**src/include/adccs_defines.svh**
```systemverilog
/*
 Offsets, field positions, reset values and timing counts of the converter
 sequencer. Assumes a 6-bit I/O address space with 8-bit registers.
*/
`ifndef ADCCS_DEFINES_SVH
`define ADCCS_DEFINES_SVH
// ----------------------------------------------------------------
// Register offsets
// ----------------------------------------------------------------
`define ADCCS_OFS_CTRL_A 6'h06
`define ADCCS_OFS_CTRL_B 6'h03
`define ADCCS_OFS_SEL 6'h10
`define ADCCS_OFS_RES_LO 6'h04
`define ADCCS_OFS_RES_HI 6'h05
// ----------------------------------------------------------------
// Field positions and reset byte
// ----------------------------------------------------------------
`define ADCCS_A_EN 7
`define ADCCS_A_START 6
`define ADCCS_A_AUTO 5
`define ADCCS_A_FLAG 4
`define ADCCS_A_IE 3
`define ADCCS_B_FREE 0
`define ADCCS_SEL_REF 6
`define ADCCS_RST_BYTE 8'h00
// ----------------------------------------------------------------
// Conversion profiles in half converter-clock cycles
// ----------------------------------------------------------------
`define ADCCS_FIRST_LEN 6'd50
`define ADCCS_FIRST_SH 6'd27
`define ADCCS_NORM_LEN 6'd26
`define ADCCS_NORM_SH 6'd3
`define ADCCS_AUTO_LEN 6'd27
`define ADCCS_AUTO_SH 6'd4
`define ADCCS_FREE_LEN 6'd28
`define ADCCS_FREE_SH 6'd5
`endif

```
**src/include/adccs_pkg.sv**
```systemverilog
/*
 Types shared by both ends of the converter sequencer.
 Assumes adccs_defines.svh is compiled alongside.
*/
package adccs_pkg;
   // ----------------------------------------------------------------
   // Types
   // ----------------------------------------------------------------
   typedef enum logic [1:0] {ADCCS_IDLE, ADCCS_WAIT, ADCCS_CONV} adccs_state_t;
   typedef enum logic [1:0] {ADCCS_FIRST, ADCCS_NORMAL, ADCCS_AUTO, ADCCS_FREE} adccs_kind_t;
   typedef enum logic [1:0] {ADCCS_H_IDLE, ADCCS_H_STROBE, ADCCS_H_CAPT} adccs_hstate_t;

   // Divide ratio for a divider select code; codes 0 and 1 both give 2
   function automatic logic [7:0] adccs_ratio(input logic [2:0] sel);
      adccs_ratio = (sel == 3'h0) ? 8'h02 : (8'h01 << sel);
   endfunction
endpackage

```
**src/include/adccs_if.sv**
```systemverilog
/*
 I/O register bus plus trigger, sleep and interrupt lines between the CPU
 side and the converter sequencer. Assumes one shared clock.
*/
`timescale 1ns/100ps
`default_nettype none
interface adccs_if;
   logic [5:0] io_addr;
   logic [7:0] io_wdata;
   logic io_wr;
   logic io_rd;
   logic [7:0] io_rdata;
   logic trig_src;
   logic sleep_quiet;
   logic conv_irq;
   modport dev (input io_addr, io_wdata, io_wr, io_rd, trig_src, sleep_quiet,
                output io_rdata, conv_irq);
   modport host (output io_addr, io_wdata, io_wr, io_rd, trig_src, sleep_quiet,
                 input io_rdata, conv_irq);
endinterface
`default_nettype wire

```
**src/verilog/adccs_prescaler.sv**
```systemverilog
/*
 Converter clock prescaler: emits rise and fall enable pulses of the
 converter clock. Assumes clr is held whenever the converter is disabled.
*/
`timescale 1ns/100ps
`default_nettype none
`include "adccs_defines.svh"
module adccs_prescaler import adccs_pkg::*; (
   input wire logic mclk,
   input wire logic nrst,
   input wire logic clr,
   input wire logic [2:0] div_sel,
   output logic rise,
   output logic half
);
   logic [6:0] cnt_q;
   logic [6:0] cnt_d;
   logic [7:0] ratio;

   // ----------------------------------------------------------------
   // Counter
   // ----------------------------------------------------------------
   // Edges decoded from the count so a ratio change takes effect at once
   always_comb begin
      ratio = adccs_ratio(div_sel);
      rise = !clr && (cnt_q == 7'(ratio - 8'h01));
      half = !clr && (cnt_q == 7'((ratio >> 1) - 8'h01));
      cnt_d = cnt_q + 7'h01;
      if (clr || rise) begin
         cnt_d = 7'h00;
      end
   end

   always_ff @(posedge mclk or negedge nrst) begin
      if (!nrst) begin
         cnt_q <= 7'h00;
      end else begin
         cnt_q <= cnt_d;
      end
   end
endmodule
`default_nettype wire

```
**src/verilog/adccs_device.sv**
```systemverilog
/*
 Converter sequencer, device end: control registers, conversion timing,
 selection buffering, result registers and sleep-started conversions.
 Assumes the analog core presents sar_result settled at completion.
*/
`timescale 1ns/100ps
`default_nettype none
`include "adccs_defines.svh"
// How it works
// - Software keeps converter clock 50-200 kHz
// - Converter clock comes from CPU clock prescaler
// - Prescaler runs only while enabled
// - Start waits for next converter clock rise
// - Normal: 13 cycles, sample at 1.5
// - First: 25 cycles, sample at 13.5
// - Completion stores result, sets flag, clears start unless free-running
// - Trigger resets prescaler; sample 2, 13.5 total
// - Two CPU cycles synchronise the trigger
// - Free-running restarts at once, 14 cycles
// - Selection buffered, locked during conversion
// - Selection copying resumes in last cycle
// - Software waits one cycle before new selection
// - Auto-trigger selection changes in safe windows
// - Free-running change hits the conversion after next
// - Software discards first result after reference switch
// - Quiet sleep starts a conversion
// - Completion still raises interrupt after early wake
// - Other sleep modes leave converter enabled
// - Start bit reads one during any conversion
// - Triggers during conversion are ignored
// - Low-byte read blocks result until high read
module adccs_device import adccs_pkg::*; (
   input wire logic mclk,
   input wire logic nrst,
   adccs_if.dev bus,
   input wire logic [9:0] sar_result,
   output logic sample_hold,
   output logic [3:0] chan_eff,
   output logic ref_eff
);
   logic en_q, en_d, start_q, start_d, auto_q, auto_d, flag_q, flag_d;
   logic ie_q, ie_d, free_q, free_d, ref_tmp_q, ref_tmp_d, ref_q, ref_d;
   logic lock_q, lock_d, first_q, first_d, irq_q, irq_d, sh_q, sh_d;
   logic [2:0] div_q, div_d;
   logic [3:0] ch_tmp_q, ch_tmp_d, ch_q, ch_d;
   logic [9:0] res_q, res_d;
   logic [7:0] rdata_q, rdata_d;
   logic [5:0] hcnt_q, hcnt_d, hnext;
   adccs_state_t st_q, st_d;
   adccs_kind_t kind_q, kind_d;
   logic trig_s1_q, trig_s2_q, trig_s3_q, sleep_prev_q;
   logic rise, half, auto_ev, sleep_ev, done, pre_clr;
   logic wr_a, wr_b, wr_sel, rd_lo, rd_hi;

   // ----------------------------------------------------------------
   // Profile lookup
   // ----------------------------------------------------------------
   function automatic logic [5:0] conv_len(input adccs_kind_t k);
      case (k)
         ADCCS_FIRST: conv_len = `ADCCS_FIRST_LEN;
         ADCCS_AUTO: conv_len = `ADCCS_AUTO_LEN;
         ADCCS_FREE: conv_len = `ADCCS_FREE_LEN;
         default: conv_len = `ADCCS_NORM_LEN;
      endcase
   endfunction

   function automatic logic [5:0] conv_sh(input adccs_kind_t k);
      case (k)
         ADCCS_FIRST: conv_sh = `ADCCS_FIRST_SH;
         ADCCS_AUTO: conv_sh = `ADCCS_AUTO_SH;
         ADCCS_FREE: conv_sh = `ADCCS_FREE_SH;
         default: conv_sh = `ADCCS_NORM_SH;
      endcase
   endfunction

   // ----------------------------------------------------------------
   // Prescaler
   // ----------------------------------------------------------------
   // Trigger event restarts the divider so the delay to sampling is fixed
   assign pre_clr = !en_q || auto_ev;

   adccs_prescaler u_pre (
      .mclk(mclk),
      .nrst(nrst),
      .clr(pre_clr),
      .div_sel(div_q),
      .rise(rise),
      .half(half)
   );

   // ----------------------------------------------------------------
   // Address decode and events
   // ----------------------------------------------------------------
   always_comb begin
      wr_a = 1'b0;
      wr_b = 1'b0;
      wr_sel = 1'b0;
      rd_lo = 1'b0;
      rd_hi = 1'b0;
      if (bus.io_addr == `ADCCS_OFS_CTRL_A) begin
         wr_a = bus.io_wr;
      end else if (bus.io_addr == `ADCCS_OFS_CTRL_B) begin
         wr_b = bus.io_wr;
      end else if (bus.io_addr == `ADCCS_OFS_SEL) begin
         wr_sel = bus.io_wr;
      end else if (bus.io_addr == `ADCCS_OFS_RES_LO) begin
         rd_lo = bus.io_rd;
      end else if (bus.io_addr == `ADCCS_OFS_RES_HI) begin
         rd_hi = bus.io_rd;
      end
      // Edge taken from the second stage against the third: two cycles of synchronisation
      auto_ev = en_q && auto_q && !free_q && trig_s2_q && !trig_s3_q
                && (st_q == ADCCS_IDLE);
      // Only a fresh entry into a quiet sleep mode starts a conversion
      sleep_ev = bus.sleep_quiet && !sleep_prev_q && en_q && !auto_q && ie_q
                 && !start_q && (st_q == ADCCS_IDLE);
   end

   // ----------------------------------------------------------------
   // Sequencer and register next values
   // ----------------------------------------------------------------
   always_comb begin
      en_d = en_q;
      start_d = start_q;
      auto_d = auto_q;
      flag_d = flag_q;
      ie_d = ie_q;
      free_d = free_q;
      div_d = div_q;
      ref_tmp_d = ref_tmp_q;
      ch_tmp_d = ch_tmp_q;
      ref_d = ref_q;
      ch_d = ch_q;
      res_d = res_q;
      lock_d = lock_q;
      first_d = first_q;
      hcnt_d = hcnt_q;
      st_d = st_q;
      kind_d = kind_q;
      sh_d = 1'b0;
      done = 1'b0;
      hnext = hcnt_q + 6'd1;
      rdata_d = rdata_q;
      if (!en_q) begin
         st_d = ADCCS_IDLE;
         first_d = 1'b1;
         hcnt_d = 6'd0;
      end else begin
         case (st_q)
            ADCCS_IDLE: begin
               ch_d = ch_tmp_q;
               ref_d = ref_tmp_q;
               hcnt_d = 6'd0;
               if (auto_ev) begin
                  st_d = ADCCS_CONV;
                  start_d = 1'b1;
                  kind_d = first_q ? ADCCS_FIRST : ADCCS_AUTO;
               end else if (start_q || sleep_ev) begin
                  st_d = ADCCS_WAIT;
                  start_d = 1'b1;
               end
            end
            ADCCS_WAIT: begin
               ch_d = ch_tmp_q;
               ref_d = ref_tmp_q;
               if (rise) begin
                  st_d = ADCCS_CONV;
                  kind_d = first_q ? ADCCS_FIRST : ADCCS_NORMAL;
               end
            end
            default: begin
               if (rise || half) begin
                  hcnt_d = hnext;
                  sh_d = (hnext == conv_sh(kind_q));
                  if (hnext >= conv_len(kind_q) - 6'd2) begin
                     ch_d = ch_tmp_q;
                     ref_d = ref_tmp_q;
                  end
                  if (hnext == conv_len(kind_q)) begin
                     done = 1'b1;
                     flag_d = 1'b1;
                     first_d = 1'b0;
                     hcnt_d = 6'd0;
                     if (!lock_q) begin
                        res_d = sar_result;
                     end
                     if (auto_q && free_q && start_q) begin
                        // Selection copied now only affects the one after
                        kind_d = ADCCS_FREE;
                     end else begin
                        st_d = ADCCS_IDLE;
                        start_d = 1'b0;
                     end
                  end
               end
            end
         endcase
      end
      // Software writes; hardware set of the flag wins over the clear
      if (wr_a) begin
         en_d = bus.io_wdata[`ADCCS_A_EN];
         auto_d = bus.io_wdata[`ADCCS_A_AUTO];
         ie_d = bus.io_wdata[`ADCCS_A_IE];
         div_d = bus.io_wdata[2:0];
         if (bus.io_wdata[`ADCCS_A_START]) begin
            start_d = 1'b1;
         end
         if (bus.io_wdata[`ADCCS_A_FLAG] && !done) begin
            flag_d = 1'b0;
         end
         if (!bus.io_wdata[`ADCCS_A_EN]) begin
            start_d = 1'b0;
         end
      end
      if (wr_b) begin
         free_d = bus.io_wdata[`ADCCS_B_FREE];
      end
      if (wr_sel) begin
         ref_tmp_d = bus.io_wdata[`ADCCS_SEL_REF];
         ch_tmp_d = bus.io_wdata[3:0];
      end
      // Read data and the low/high result interlock
      if (bus.io_rd) begin
         rdata_d = `ADCCS_RST_BYTE;
         if (bus.io_addr == `ADCCS_OFS_CTRL_A) begin
            rdata_d = {en_q, start_q, auto_q, flag_q, ie_q, div_q};
         end else if (bus.io_addr == `ADCCS_OFS_CTRL_B) begin
            rdata_d = {7'h00, free_q};
         end else if (bus.io_addr == `ADCCS_OFS_SEL) begin
            rdata_d = {1'b0, ref_tmp_q, 2'b00, ch_tmp_q};
         end else if (rd_lo) begin
            rdata_d = res_q[7:0];
            lock_d = 1'b1;
         end else if (rd_hi) begin
            rdata_d = {6'h00, res_q[9:8]};
            lock_d = 1'b0;
         end
      end
      irq_d = flag_d && ie_d;
   end

   // ----------------------------------------------------------------
   // State registers
   // ----------------------------------------------------------------
   always_ff @(posedge mclk or negedge nrst) begin
      if (!nrst) begin
         en_q <= 1'b0;
         start_q <= 1'b0;
         auto_q <= 1'b0;
         flag_q <= 1'b0;
         ie_q <= 1'b0;
         free_q <= 1'b0;
         div_q <= 3'h0;
         ref_tmp_q <= 1'b0;
         ch_tmp_q <= 4'h0;
         ref_q <= 1'b0;
         ch_q <= 4'h0;
         res_q <= 10'h000;
         lock_q <= 1'b0;
         first_q <= 1'b1;
         hcnt_q <= 6'd0;
         st_q <= ADCCS_IDLE;
         kind_q <= ADCCS_FIRST;
         sh_q <= 1'b0;
         rdata_q <= `ADCCS_RST_BYTE;
         irq_q <= 1'b0;
         trig_s1_q <= 1'b0;
         trig_s2_q <= 1'b0;
         trig_s3_q <= 1'b0;
         sleep_prev_q <= 1'b0;
      end else begin
         en_q <= en_d;
         start_q <= start_d;
         auto_q <= auto_d;
         flag_q <= flag_d;
         ie_q <= ie_d;
         free_q <= free_d;
         div_q <= div_d;
         ref_tmp_q <= ref_tmp_d;
         ch_tmp_q <= ch_tmp_d;
         ref_q <= ref_d;
         ch_q <= ch_d;
         res_q <= res_d;
         lock_q <= lock_d;
         first_q <= first_d;
         hcnt_q <= hcnt_d;
         st_q <= st_d;
         kind_q <= kind_d;
         sh_q <= sh_d;
         rdata_q <= rdata_d;
         irq_q <= irq_d;
         trig_s1_q <= bus.trig_src;
         trig_s2_q <= trig_s1_q;
         trig_s3_q <= trig_s2_q;
         sleep_prev_q <= bus.sleep_quiet;
      end
   end

   assign bus.io_rdata = rdata_q;
   assign bus.conv_irq = irq_q;
   assign sample_hold = sh_q;
   assign chan_eff = ch_q;
   assign ref_eff = ref_q;
endmodule
`default_nettype wire

```
**src/flat_wrapper.sv**
```systemverilog
// flat-port wrapper written by rule: the top's interface ports become plain ports
module adccs_device_flat import adccs_pkg::*;
  (mclk, nrst, sar_result, sample_hold, chan_eff, ref_eff, bus_io_addr, bus_io_wdata, bus_io_wr, bus_io_rd, bus_trig_src, bus_sleep_quiet, bus_io_rdata, bus_conv_irq);
  adccs_if bus_i ();
  input wire logic mclk;
  input wire logic nrst;
  input wire logic [9:0] sar_result;
  output logic sample_hold;
  output logic [3:0] chan_eff;
  output logic ref_eff;
  input wire logic [$bits(bus_i.io_addr)-1:0] bus_io_addr;
  input wire logic [$bits(bus_i.io_wdata)-1:0] bus_io_wdata;
  input wire logic [$bits(bus_i.io_wr)-1:0] bus_io_wr;
  input wire logic [$bits(bus_i.io_rd)-1:0] bus_io_rd;
  input wire logic [$bits(bus_i.trig_src)-1:0] bus_trig_src;
  input wire logic [$bits(bus_i.sleep_quiet)-1:0] bus_sleep_quiet;
  output wire logic [$bits(bus_i.io_rdata)-1:0] bus_io_rdata;
  output wire logic [$bits(bus_i.conv_irq)-1:0] bus_conv_irq;
  assign bus_i.io_addr = bus_io_addr;
  assign bus_i.io_wdata = bus_io_wdata;
  assign bus_i.io_wr = bus_io_wr;
  assign bus_i.io_rd = bus_io_rd;
  assign bus_i.trig_src = bus_trig_src;
  assign bus_i.sleep_quiet = bus_sleep_quiet;
  assign bus_io_rdata = bus_i.io_rdata;
  assign bus_conv_irq = bus_i.conv_irq;
  adccs_device u_core (.mclk(mclk), .nrst(nrst), .bus(bus_i), .sar_result(sar_result), .sample_hold(sample_hold), .chan_eff(chan_eff), .ref_eff(ref_eff));
endmodule
```
**config.mk**
```make
export PLATFORM = sky130hd
export DESIGN_NAME = adccs_device_flat
export DESIGN_NICKNAME = d
export VERILOG_FILES = /design/src/include/adccs_pkg.sv /design/src/include/adccs_if.sv /design/src/verilog/adccs_prescaler.sv /design/src/verilog/adccs_device.sv /design/src/flat_wrapper.sv
export VERILOG_INCLUDE_DIRS = /design/src /design/src/include
export SDC_FILE = /design/constraint.sdc
export NUM_CORES = 1
export LEC_CHECK = 0
export BUFFER_PORTS_ARGS = -buffer_cell sky130_fd_sc_hd__buf_2
export CORE_MARGIN = 4
export CORE_UTILIZATION = 62
export DETAILED_ROUTE_END_ITERATION = 7
export GPL_TIMING_DRIVEN = 0
export PLACE_DENSITY = 0.92
export SLEW_MARGIN = 10
export SYNTH_ARGS = -nofsm -noshare
export SYNTH_HDL_FRONTEND = slang
export SYNTH_HIERARCHICAL = 1
export SYNTH_SLANG_ARGS = --single-unit
```
**constraint.sdc**
```tcl
create_clock -name mclk -period 7 [get_ports mclk]
set_input_delay 0.7 -clock mclk [delete_from_list [all_inputs] [get_ports mclk]]
set_output_delay 0.7 -clock mclk [all_outputs]
set_load 0.05 [all_outputs]
```
-- Word-level counts from Yosys, hierarchy flattened
Index checks and enable logic that the tools add are counted.
Widths: inputs -> output; s select.
- add/sub/neg operators: 5
- $lt $le $gt $ge: 1
- eq/ne operators: 24
- shifts and indexed selects: 1
- mux-type cells: 86
- bitwise gates (word level): 5
- reductions and logical operators: 46
- operator list (cell ; count):
    $mux 6 ; 9
    $mux 1 ; 48
    $mux 8 ; 5
    $mux 2 ; 14
    $eq 6x3->1 const B ; 3
    $pmux 6 s3 ; 1
    $logic_and 1x1->1 ; 17
    $ne 4x4->1 const B ; 4
    $pmux 5 s3 ; 1
    $reduce_and 5->1 ; 3
    $eq 7x7->1 ; 2
    $sub 7x1->7 const B ; 2
    $eq 6x6->1 ; 2
    $mux 4 ; 3
    $pmux 6 s2 ; 1
    $reduce_bool 3->1 ; 3
    $logic_not 1->1 ; 8
    $ne 2x2->1 const B ; 4
    $pmux 2 s2 ; 2
    $shl 1x3->8 const A ; 1
    $add 7x1->7 const B ; 1
    $mux 7 ; 1
    $add 6x1->6 const B ; 1
    $eq 6x2->1 const B ; 1
    17 further kinds ; 31
- bits in registers: 62
- output and inout bits: 15

-- Longest topological paths before layout
Gate-level depths: netlist (run 1).
- depth after elaboration: 22
- gate-level depth with buffers: 13

-- Cells and area by module
Netlist (run 1), hierarchy kept.
- modules (own cells, without submodules) (module ; times used ; cells an instance ; area each (µm²) ; seq. area each (µm²)):
    adccs_device ; 1 ; 265 ; 2755.1 ; 1377.6
    adccs_prescaler ; 1 ; 73 ; 694.4 ; 175.2

-- Worst setup path before layout (run 1)
OpenSTA, ideal clock, no wires.
- kind: flip-flop to flip-flop
- start: register u_core.div_q[1]
- end: register u_core.res_q[0]
- setup time: 125 ps
- data arrival time: 3571 ps
- data required time: 6875 ps
- slack: 3304 ps
- cell stages (with the launch flop): 14
- cells stage by stage: dfrtp_1 buf_4 and2b_2 nand2b_1 ha_1 and4bb_2 a21oi_2 nand3b_1 a2111oi_4 o21a_4 nand2_1 or4b_4 nor4_4 mux2_2
- word-level cells in the longest chain between the ends: 7
- elaborated cells on any way between the ends: 11
- classes of those cells: 2 x add/sub; 2 x eq/ne; 1 x shift; 1 x mux; 5 x reduce/logical
- RTL lines (what ; RTL line ; source):
    from (decl) ; adccs_device.sv:44 ; logic [2:0] div_q, div_d;
    from (signal assigned) ; adccs_device.sv:278 ; div_q <= div_d;
    $logic_not 3->1 or $shl 1x3->8 (tied branches) ; adccs_pkg.sv:15 ; adccs_ratio = (sel == 3'h0) ? 8'h02 : (8'h01 << sel);
    $mux 8 * ; adccs_pkg.sv:15 ;
    $sub 7x1->7 * ; adccs_prescaler.sv:27 ; half = !clr && (cnt_q == 7'((ratio >> 1) - 8'h01));
    $eq 7x7->1 * ; adccs_prescaler.sv:27 ;
    $logic_and 1x1->1 * ; adccs_prescaler.sv:27 ;
    via u_core.half ; adccs_device.sv:52 ; logic rise, half, auto_ev, sleep_ev, done, pre_clr;
    $logic_or 1x1->1 * ; adccs_device.sv:172 ; if (rise || half) begin
    $reduce_and 5->1 (no line) * ; -- ;
    to (signal assigned) ; adccs_device.sv:283 ; res_q <= res_d;
    to (decl) ; adccs_device.sv:46 ; logic [9:0] res_q, res_d;
The timed path passes the listed nets; every way through them passes the cells marked *.
A chain may end at the register's enable or synchronous reset.

-- Worst setup path in the final report (run 1)
- start: register u_core.div_q[1]
- end: register u_core.res_q[5]
- word-level cells in the longest chain between the ends: 7
- elaborated cells on any way between the ends: 11
- classes of those cells: 2 x add/sub; 2 x eq/ne; 1 x shift; 1 x mux; 5 x reduce/logical
- RTL lines (what ; RTL line ; source):
    $logic_not 3->1 or $shl 1x3->8 (tied branches) ; adccs_pkg.sv:15 ;
    $mux 8 * ; adccs_pkg.sv:15 ;
    $sub 7x1->7 * ; adccs_prescaler.sv:26 ; rise = !clr && (cnt_q == 7'(ratio - 8'h01));
    $eq 7x7->1 * ; adccs_prescaler.sv:26 ;
    $logic_and 1x1->1 * ; adccs_prescaler.sv:26 ;
    via u_core.rise ; adccs_device.sv:52 ;
    $logic_or 1x1->1 * ; adccs_device.sv:172 ;
    $reduce_and 5->1 (no line) * ; -- ;
Marks and branches as above.

==> metrics, run 1 <==
clk slew on worst S/H paths=approximately 0.070 ns; mapped cell area=3450 um^2; Final Util=between 70% and 80%; Clk pwr share=37.4%; Post-synth EDFFs=0; grt ovf=0; Pre-antenna DRT Iters=5; Port Buffers=42; slowest stage delay, CP=0.56 ns; P_int=669 uW; clk buf depth=2; Sequential Power Share=42.1%; Ant. Diodes=0; final worst path period need=4.24 ns; synthesis-to-layout area growth=15.4%; Starting DRT DRC Count=about 280; final setup TNS=0 ns; share of layout cells above drive strength 1=27.5%; Main synth FF type=dfrtp_1; Fill cells=272; worst hold path type=flip-flop to flip-flop; average routed wire per standard cell=18.8 um; post-route ant nets=0; Global Route Usage Sum=28.4%; Avg Inst Size Synth=10.2 um^2; H-Tree Depth=3; Fmax achieved=approximately 0.24 GHz; Critical Path RT=7.23 ns; relative slew slack=49.4%; Syn Inst Count=338; Worst Setup Start Kind=flip-flop; Detailed Route WL=8760 um; ys async rst share=100%; crit-path cells=buf_4, and2b_2, nand2b_1, ha_1, xor2_1, nand3_1, a211oi_4, and4b_1, o21a_4, nand2_1, or4b_4, nor4_4, mux2_2; core region area=around 5200 um^2; DR vias=3040; status=finished clean; RSZ-0062 raised after global routing=false; Sink Count=62; CP Launch Point=u_core/div_q[1]; Slowest cell on crit path=or4b_4; Final Total Pwr=slightly below 1 mW; Critical Path Sink Type=flip-flop; most frequent cell after synthesis=dfrtp_1; area leader, netlist=dfrtp_1; max-cap violations=0; Synth top cells by count=dfrtp_1, nand2_1, mux2_2, nor2_1, o21ai_0; post-synth top area share=44.3%; post-CTS sizing=0; global-route wire length before repair=between 10000 and 15000 um; Placer Congestion=0.931; CTS root buffer=clkbuf_8; largest cells by area after synthesis=dfrtp_1, mux2_2, nand2_1, xnor2_1, ha_1; post-DR vias/cell=roughly 6.5; hpwl dp=5690 um; Worst-Margin Slew=approximately 0.76 ns; initial antenna violation count=0; Worst Path Arrival=about 4.5 ns; worst r2r src=u_core/div_q[1]; Hold Startpoint=u_core/trig_s2_q; CP delay by family, top=simple AND/OR/NAND/NOR gates; Net Switching=~310 uW; final period utilization=60.6%; combinational power share=20.5%; Max IR drop VDD=246 uV; Slew Limit Fails=0; chip width=roughly 83 um; Leak Pwr=1.82 nW; Yosys cell types=70; critical path type=flip-flop to flip-flop; total power divided by cell area=246 nW/um^2; DRC=0; vias in the first global route=2967; Sw Ratio=between 30% and 40%; Die Ht=82.6 um; worst-skew pair later-pin latency=0.35 ns; Synthesis Warnings=6; Rows=26; Final setup viols=0; crit-path max FO=10; postcts setup bufs=0; total CTS buffers=9; Worst Clk Skew=~0.0025 ns; Top-Level Pins=45; sequential area share after synthesis=a little under half; FF+latch count, synth=62; CP Buf/Inv Count=1; Hold Vio Cnt, Final=0; initial core utilization=roughly 66%; count of nets after finishing=roughly 430; Die ar.=6820 um^2; Synth Net Count=375; hold_buf cts=0; CTS tree=yes; largest net degree at the start of global routing=63
sequential cells by signal, summed over array words and instances, names as in the netlist, 2 cells and up:
signal,flops
u_core/chan_eff,4
u_core/res_q,10
u_core/hcnt_q,6
u_core/ch_tmp_q,4
u_core/div_q,3
u_core/bus.io_rdata,8
u_core/u_pre/cnt_q,7
u_core/kind_q,2
u_core/st_q,2
cells in the final DEF (no fill, tap or decap), types with 3 or more instances in the layout:
cell      netlist  layout
xnor2_1        11      11
buf_4           3       4
nor3_1          5       5
a22o_1          3       3
nand2_1        41      41
xor2_1          7       7
nor2_1         21      21
nand4_1         3       3
mux2i_1         6       6
o21ai_0        17      17
a311oi_1        4       4
dfrtp_1        61      61
a21oi_1        16      16
a31oi_1         6       6
clkbuf_8        0      10
clkbuf_1        9       9
nor3b_1         3       3
o22ai_1         6       6
nor2b_1         7       7
nor4_1          3       3
nand3_1        11      11
nand2b_1        5       5
mux2_2         24      24
ha_1            7       7
inv_1           6       6
buf_2           1      42
metal layers:
metal | global-route usage, % | wire length (um) | share of wire [%]
met5 | 0 | 0 | 0
met4 | 16.0 | 420 | 4.8
met3 | 7.05 | 706 | 8.1
met2 | 45.4 | 4200 | 48
met1 | 35.0 | 3440 | 39
cells by family (layout without fill, tap and decap cells):
logic type | after synthesis | in the layout | share of synthesized area, %
buffers and inverters | 21 | 79 | 2.87
adders and majority gates | 7 | 7 | 2.54
muxes | 30 | 30 | 9.58
and+or+nand+nor | 126 | 126 | 20.1
AOI/OAI and AO/OA | 73 | 73 | 14.9
xor gates and xnor gates | 19 | 19 | 5.04
DFF | 62 | 62 | 45.0
worst reg2reg max path: stages, from the launching register on:
cell and delay [ns]:
dfrtp_1 0.43, buf_4 0.20, and2b_2 0.16, nand2b_1 0.05
ha_1 0.33, xor2_1 0.16, nand3_1 0.14, a211oi_4 0.37
and4b_1 0.41, o21a_4 0.20, nand2_1 0.14, or4b_4 0.56
nor4_4 0.56, mux2_2 0.42
per-stage QoR:
step           instance area [um^2]  hold WS (ns)  worst slack, ns  instances
5_1_grt                        3980         0.397             2.61        466
3_5_place_dp                   3750         0.361             2.84        450
3_3_place_gp                   3750         0.366             2.93        450
2_1_floorplan                  3450         0.331             3.30        338
6_report                       3980         0.376             2.76        466
4_1_cts                        3980         0.378             2.81        466
power by group through the flow:
stage               combinational [mW]  clock (mW)  sequential [mW]
floorplan                        0.108           0            0.447
global route                     0.215       0.384            0.416
global placement                 0.187           0            0.415
detailed placement               0.195           0            0.417
CTS                              0.198       0.365            0.411
finish                           0.200       0.366            0.412
worst paths after layout:
| kind | end | slack (ns) | cells after the start |
|---|---|---|---|
| min reg2reg | u_core/trig_s3_q | 0.38 | 0 |
| max in group asynchronous | u_core/div_q[2] | 6.08 | 1 |
| max | u_core/res_q[5] | 2.76 | 13 |
| max reg2reg | u_core/res_q[5] | 2.76 | 13 |
| min in group asynchronous | u_core/kind_q[0] | 0.42 | 1 |
| min | u_core/trig_s3_q | 0.38 | 0 |
final cells by class:
type | count | area (um^2) | share of cell area (%)
plain buffers | 15 | 76.3 | 1.92
clock buffers | 10 | 138 | 3.46
clock inverters | 6 | 93.8 | 2.36
inverters | 6 | 22.5 | 0.566
multi-input cells | 255 | 1800 | 45.2
flip-flops and latches | 62 | 1550 | 39.0
well taps | 70 | 87.6 | 2.20
repair buffers | 42 | 213 | 5.34
Power figures use the tool's default switching activity.
==> run 2: changes to the inputs <==
Settings changed: CORE_UTILIZATION 62 to 52, PLACE_DENSITY 0.92 to 0.83.
Clock period 7 ns to 3.6 ns, I/O delays scaled along.
==> run 2 against run 1 <==
Net effect:
- the run now ends with setup timing left
- critical path depth is the same
- register-to-register slack lost 2.9 ns
- clock power grew 73%
- wire length shrank 9.6%
- fmax grew 13%
- clock skew grew 0.0093 ns
- cell count grew 2.8%
- sequential power grew 94%
==> metrics, run 2 (synthesis gave the netlist of run 1 again) <==
crit-path cells=nor4bb_1, nand2_1, or2_2, o21ai_0, clkbuf_2, or4_4, a2111oi_4, o21a_4, nand2_4, or4b_4, nor4_4, buf_12, mux2_2; Hold Vio Cnt, Final=0 (unchanged); P_int=1.23 mW (+84%); dpl cell area=3780 um^2 (+0.70%); final period utilization=104% (+44 points); initial core utilization=54.0% (-12 points); final setup TNS=-1.39 ns (-1.39 ns); post-DR vias/cell=5.86 (-10%); largest reg by FF count=u_core/res_q; Net Switching=604 uW (+95%); combinational power share=21.7% (+1.2 points); most frequent cells in the layout=dfrtp_1, buf_2, nand2_1; max FFs per register=10 (unchanged); critical path type=flip-flop to flip-flop; status=finished, violations left; CTS tree=yes; clk slew on worst S/H paths=0.08 ns (about the same); Detailed Route WL=7920 um (-9.6%); worst-skew pair later-pin latency=0.35 ns (about the same); Pre-antenna DRT Iters=4 (-1); max-cap violations=0 (unchanged); Placer Congestion=0.873 (-6.3%); global-route wire length before repair=13100 um (-7.8%); relative slew slack=48.5% (-0.85 points); pre-CTS setup slack=-0.591 ns (-3.43 ns); Worst Clk Skew=0.0117 ns (+0.00926 ns); Slowest cell on crit path=or4_4; most common cell after layout, fill and taps aside=dfrtp_1; Non-Filler Instances=479 (+2.8%); Sw Ratio=32.9% (+1.3 points); Inst Count DP=457 (+1.6%); Worst Setup Start Kind=flip-flop; post-route ant nets=0 (unchanged); Final Total Pwr=1.83 mW (+88%); DRC=0 (unchanged); Die ar.=8000 um^2 (+17%); Worst-Margin Slew=0.772 ns (+0.0127 ns); Leak Pwr=1.87 nW (+2.9%); failing checks=setup timing; Die Ht=89.4 um (+8.3%); Worst Path Arrival=3.99 ns (-0.48 ns); RSZ-0062 raised after global routing=true; worst setup margin=-0.156 ns (-2.92 ns); count of nets after finishing=434 (+1.4%); worst hold path type=input port to asynchronous set/reset pin; Critical Path RT=3.83 ns (-3.40 ns); R2R depth=13 (unchanged); grt ovf=0 (unchanged); Final Util=63.6% (-12 points); crit-path max FO=10 (unchanged); synthesis-to-layout area growth=17.8%; total CTS buffers=9 (unchanged); hold_ws=0.0713 ns (-0.304 ns); initial antenna violation count=0 (unchanged); total power divided by cell area=451 nW/um^2 (+84%); final worst path period need=3.76 ns (-0.484 ns); DR vias=2805 (-7.7%); Clk pwr share=34.6% (-2.8 points); Sequential Power Share=43.7% (+1.6 points); slowest stage delay, CP=0.57 ns (about the same); Rows=29 (+12%); CTS root buffer=clkbuf_8; Slew Limit Fails=0 (unchanged); Top-Level Pins=45 (unchanged); chip width=89.4 um (+8.3%); Port Buffers=42 (unchanged); Ant. Diodes=0 (unchanged); Sink Count=62 (unchanged); Fmax achieved=0.266 GHz (+13%); hpwl dp=5630 um (-1.2%); vias in the first global route=2774 (-6.5%); Final setup viols=10 (+10); Max IR drop VDD=412 uV (+67%); average routed wire per standard cell=16.5 um (-12%); core region area=6390 um^2 (+22%); H-Tree Depth=3 (unchanged); clk buf depth=2 (unchanged); largest net degree at the start of global routing=63 (unchanged); Critical Path Sink Type=flip-flop; share of layout cells above drive strength 1=30.8% (+3.3 points); Starting DRT DRC Count=175 (-37%); Global Route Usage Sum=21.7% (-6.7 points); Finished Cell Area=4060 um^2 (+2.0%)
-- run 2: final timing paths --
kind,slack (ns),endpoint,from
max,-0.16,u_core/res_q[2],u_core/auto_q
min,0.07,u_core/hcnt_q[2],nrst
max reg2reg,-0.16,u_core/res_q[2],u_core/auto_q
min reg2reg,0.38,u_core/trig_s2_q,u_core/trig_s1_q
max in group asynchronous,2.96,u_core/div_q[2],nrst
min in group mclk,0.13,u_core/trig_s1_q,bus_trig_src
-- run 2: timing repair --
item                                    CTS  global route
pin swaps                                 5             1
endpoints found under the setup margin   15            15
hold buffers                              0             0
setup buffers                             5             2
endpoints found under the hold margin     0             0
resized for setup                         7             1
-- run 2: power by group through the flow --
| stage | registers, mW | logic, mW | clock network [mW] |
|---|---|---|---|
| 2_1_floorplan | 0.871 | 0.211 | 0 |
| 3_3_place_gp | 0.809 | 0.367 | 0 |
| 3_5_place_dp | 0.813 | 0.379 | 0 |
| 4_1_cts | 0.800 | 0.394 | 0.649 |
| 5_1_grt | 0.809 | 0.434 | 0.681 |
| 6_report | 0.800 | 0.398 | 0.635 |
-- run 2: final cells by class --
class / instances / area (um^2)
clock inverter: 7 / 80.1
fill: 498 / 2320
sequential: 62 / 1550
timing repair buffer: 49 / 278
multi-input combinational: 255 / 1830
tap: 77 / 96.3
clock buffer: 9 / 124
buffer: 14 / 78.8
inverter: 6 / 22.5
-- run 2: metal layers --
layer / up-vias / track usage, % / wire length (um)
met5: - / 0 / 0
met4: 0 / 8.12 / 154
met3: 15 / 5.71 / 462
met2: 99 / 35.6 / 3920
met1: 1344 / 27.4 / 3380
li1: 1347 / - / -
-- run 2: critical path: cells and delay by family, from the launching register on --
family          cells  cell delay, ns
buf+inv             2            0.37
compound gates      3            0.57
flops               1            0.45
mux                 1            0.34
simple gates        7            1.89
==> run 3: changes to the inputs <==
Settings changed: CORE_UTILIZATION 52 to 30, PLACE_DENSITY 0.83 to 0.56.
==> run 3 against run 2 <==
Net effect:
- the run now ends clean
- power increased by 9.4%
- global-route usage decreased by 7.9 points
- critical path depth increased by 2
- worst setup slack improved by 0.16 ns
- via count increased by 0.11%
- hold slack improved by 0.041 ns
==> metrics, run 3 (synthesis gave the netlist of run 1 again) <==
post-DR vias/cell=5.09 (-13%); chip width=115 um (+29%); initial antenna violation count=0 (unchanged); Net Switching=622 uW (+3.0%); Critical Path Sink Type=flip-flop; most frequent cells in the layout=dfrtp_1, buf_2, nand2_1; H-Tree Depth=3 (unchanged); synthesis-to-layout area growth=26.2%; Hold Vio Cnt, Final=0 (unchanged); Worst-Margin Slew=0.787 ns (+0.0147 ns); vias in the first global route=2897 (+4.4%); Starting DRT DRC Count=136 (-22%); Port Buffers=42 (unchanged); CP delay by family, top=simple AND/OR/NAND/NOR gates; largest net degree at the start of global routing=63 (unchanged); DR vias=2808 (+0.11%); combinational power share=21.5% (-0.2 points); count of nets after finishing=445 (+2.5%); core region area=11000 um^2 (+73%); Die ar.=13300 um^2 (+66%); clk slew on worst S/H paths=0.05 ns (-0.03 ns); Top-Level Pins=45 (unchanged); Slowest cell on crit path=or4b_4; Worst Path Arrival=3.80 ns (-0.19 ns); Leak Pwr=1.95 nW (+4.6%); final period utilization=99.8% (-4.5 points); worst r2r src=u_core/div_q[1]; Global Route Usage Sum=13.8% (-7.9 points); Fill cells=1111 (+120%); Max IR drop VDD=268 uV (-35%); Critical Path RT=3.81 ns (-0.02 ns); crit-path max FO=5 (-5); critical path type=flip-flop to flip-flop; setup slack, reg-to-reg=0.007 ns (+0.16 ns); final worst path period need=3.59 ns (-0.163 ns); Placer Congestion=0.804 (-7.8%); Sw Ratio=31.0% (-1.9 points); max-cap violations=0 (unchanged); average routed wire per standard cell=15.8 um (-4.4%); global-route wire length before repair=14400 um (+9.7%); Final setup viols=0 (-10); Final Util=39.5% (-24 points); status=finished clean; Sink Count=62 (unchanged); worst-skew pair later-pin latency=0.33 ns (-0.02 ns); Detailed Route WL=8720 um (+10%); CTS root buffer=clkbuf_16; worst hold path type=input port to asynchronous set/reset pin; hpwl dp=6010 um (+6.8%); worst r2r dst=u_core/res_q[5]; clk buf depth=2 (unchanged); slowest stage delay, CP=0.54 ns (-0.03 ns); most common cell after layout, fill and taps aside=dfrtp_1; Slew Limit Fails=0 (unchanged); Rows=38 (+31%); Worst Clk Skew=0.00613 ns (-0.00558 ns); initial core utilization=31.3% (-23 points); Sequential Power Share=39.8% (-3.9 points); RSZ-0062 raised after global routing=true; Ant. Diodes=0 (unchanged); Final Total Pwr=2.01 mW (+9.4%); total CTS buffers=9 (unchanged); DRC=0 (unchanged); Pre-antenna DRT Iters=4 (unchanged); grt ovf=0 (unchanged); Clk pwr share=38.7% (+4.1 points); Fmax achieved=0.278 GHz (+4.5%); CP Buf/Inv Count=3 (+1); Die Ht=115 um (+29%); crit-path cells=buf_6, and2b_2, nand2b_4, ha_4, and4bb_2, a21oi_4, nand3b_1, a2111oi_4, o21a_4, nand2_4, or4b_4, nor4_4, buf_4, clkbuf_16, mux2_4; final setup TNS=0 ns (+1.39 ns); total power divided by cell area=461 nW/um^2 (+2.1%); max FFs per register=10 (unchanged); CTS tree=yes; Worst Setup Start Kind=flip-flop; largest reg by FF count=u_core/res_q; share of layout cells above drive strength 1=33.5% (+2.6 points); relative slew slack=47.5% (-0.98 points); P_int=1.38 mW (+12%); R2R depth=15 (+2); post-route ant nets=0 (unchanged)
==> run 3: changes by cell type in the layout (fill, tap and decap cells not counted), sizes merged <==
cell / previous run / this run
buf: 55 / 65
clkinvlp: 1 / 4
inv: 9 / 6
bufinv: 1 / 0
clkbuf: 17 / 18
==> run 3: area by class of cell <==
cell class                 count  area (um^2)  area share [%]
buffer                        14         81.3            1.87
clock buffer                   9          225            5.17
clock inverter                 6         40.0           0.920
inverter                       6         22.5           0.517
multi-input combinational    255         1890            43.3
sequential                    62         1560            35.8
tap                          140          175            4.02
timing repair buffer          60          365            8.39
==> run 3: worst max-delay path by stage <==
stage / start / to / slack [ns] / depth (start not counted)
global route: u_core/div_q[1] / u_core/res_q[3] / -0.13 / 15
floorplan: u_core/div_q[1] / u_core/res_q[0] / -0.06 / 13
finish: u_core/div_q[1] / u_core/res_q[5] / 0.007 / 15
global placement: u_core/en_q / u_core/res_q[8] / -0.63 / 10
CTS: u_core/div_q[1] / u_core/res_q[3] / -0.09 / 14
detailed placement: u_core/en_q / u_core/res_q[9] / -0.68 / 10
==> run 3: repair_timing <==
action | 4_1_cts | 5_1_grt
hold buffers | 0 | 0
gates resized for setup | 18 | 7
gates cloned | 1 | 0
pin swaps | 8 | 6
endpoints found under the setup margin | 15 | 16
setup buffers | 14 | 4
==> run 3: layer usage <==
metal  up-vias  global-route usage, %  share of wire (%)  wire, um
met2        71                   22.4                 49      4240
li1       1364                      -                  -         -
met4         0                   5.01                1.6       136
met5         -                      0                  0         0
met1      1360                   18.0                 46      4020
met3        13                   2.95                3.8       332
==> run 3: stage by stage <==
stage	hold slack [ns]	std cells	setup slack, ns	area [um^2]
after global routing	0.123	552	-0.131	4350
after CTS	0.127	549	-0.0933	4330
after floorplan	0.0644	338	-0.0630	3470
after detailed placement	0.343	520	-0.683	3850
final	0.112	552	0.00677	4350
after global placement	0.335	520	-0.631	3850
==> run 3: power by group through the flow <==
stage | Sequential, mW | Combinational, mW | Clock [mW]
2_1_floorplan | 0.871 | 0.211 | 0
3_3_place_gp | 0.811 | 0.378 | 0
3_5_place_dp | 0.814 | 0.382 | 0
4_1_cts | 0.798 | 0.422 | 0.798
5_1_grt | 0.808 | 0.471 | 0.832
6_report | 0.798 | 0.431 | 0.777
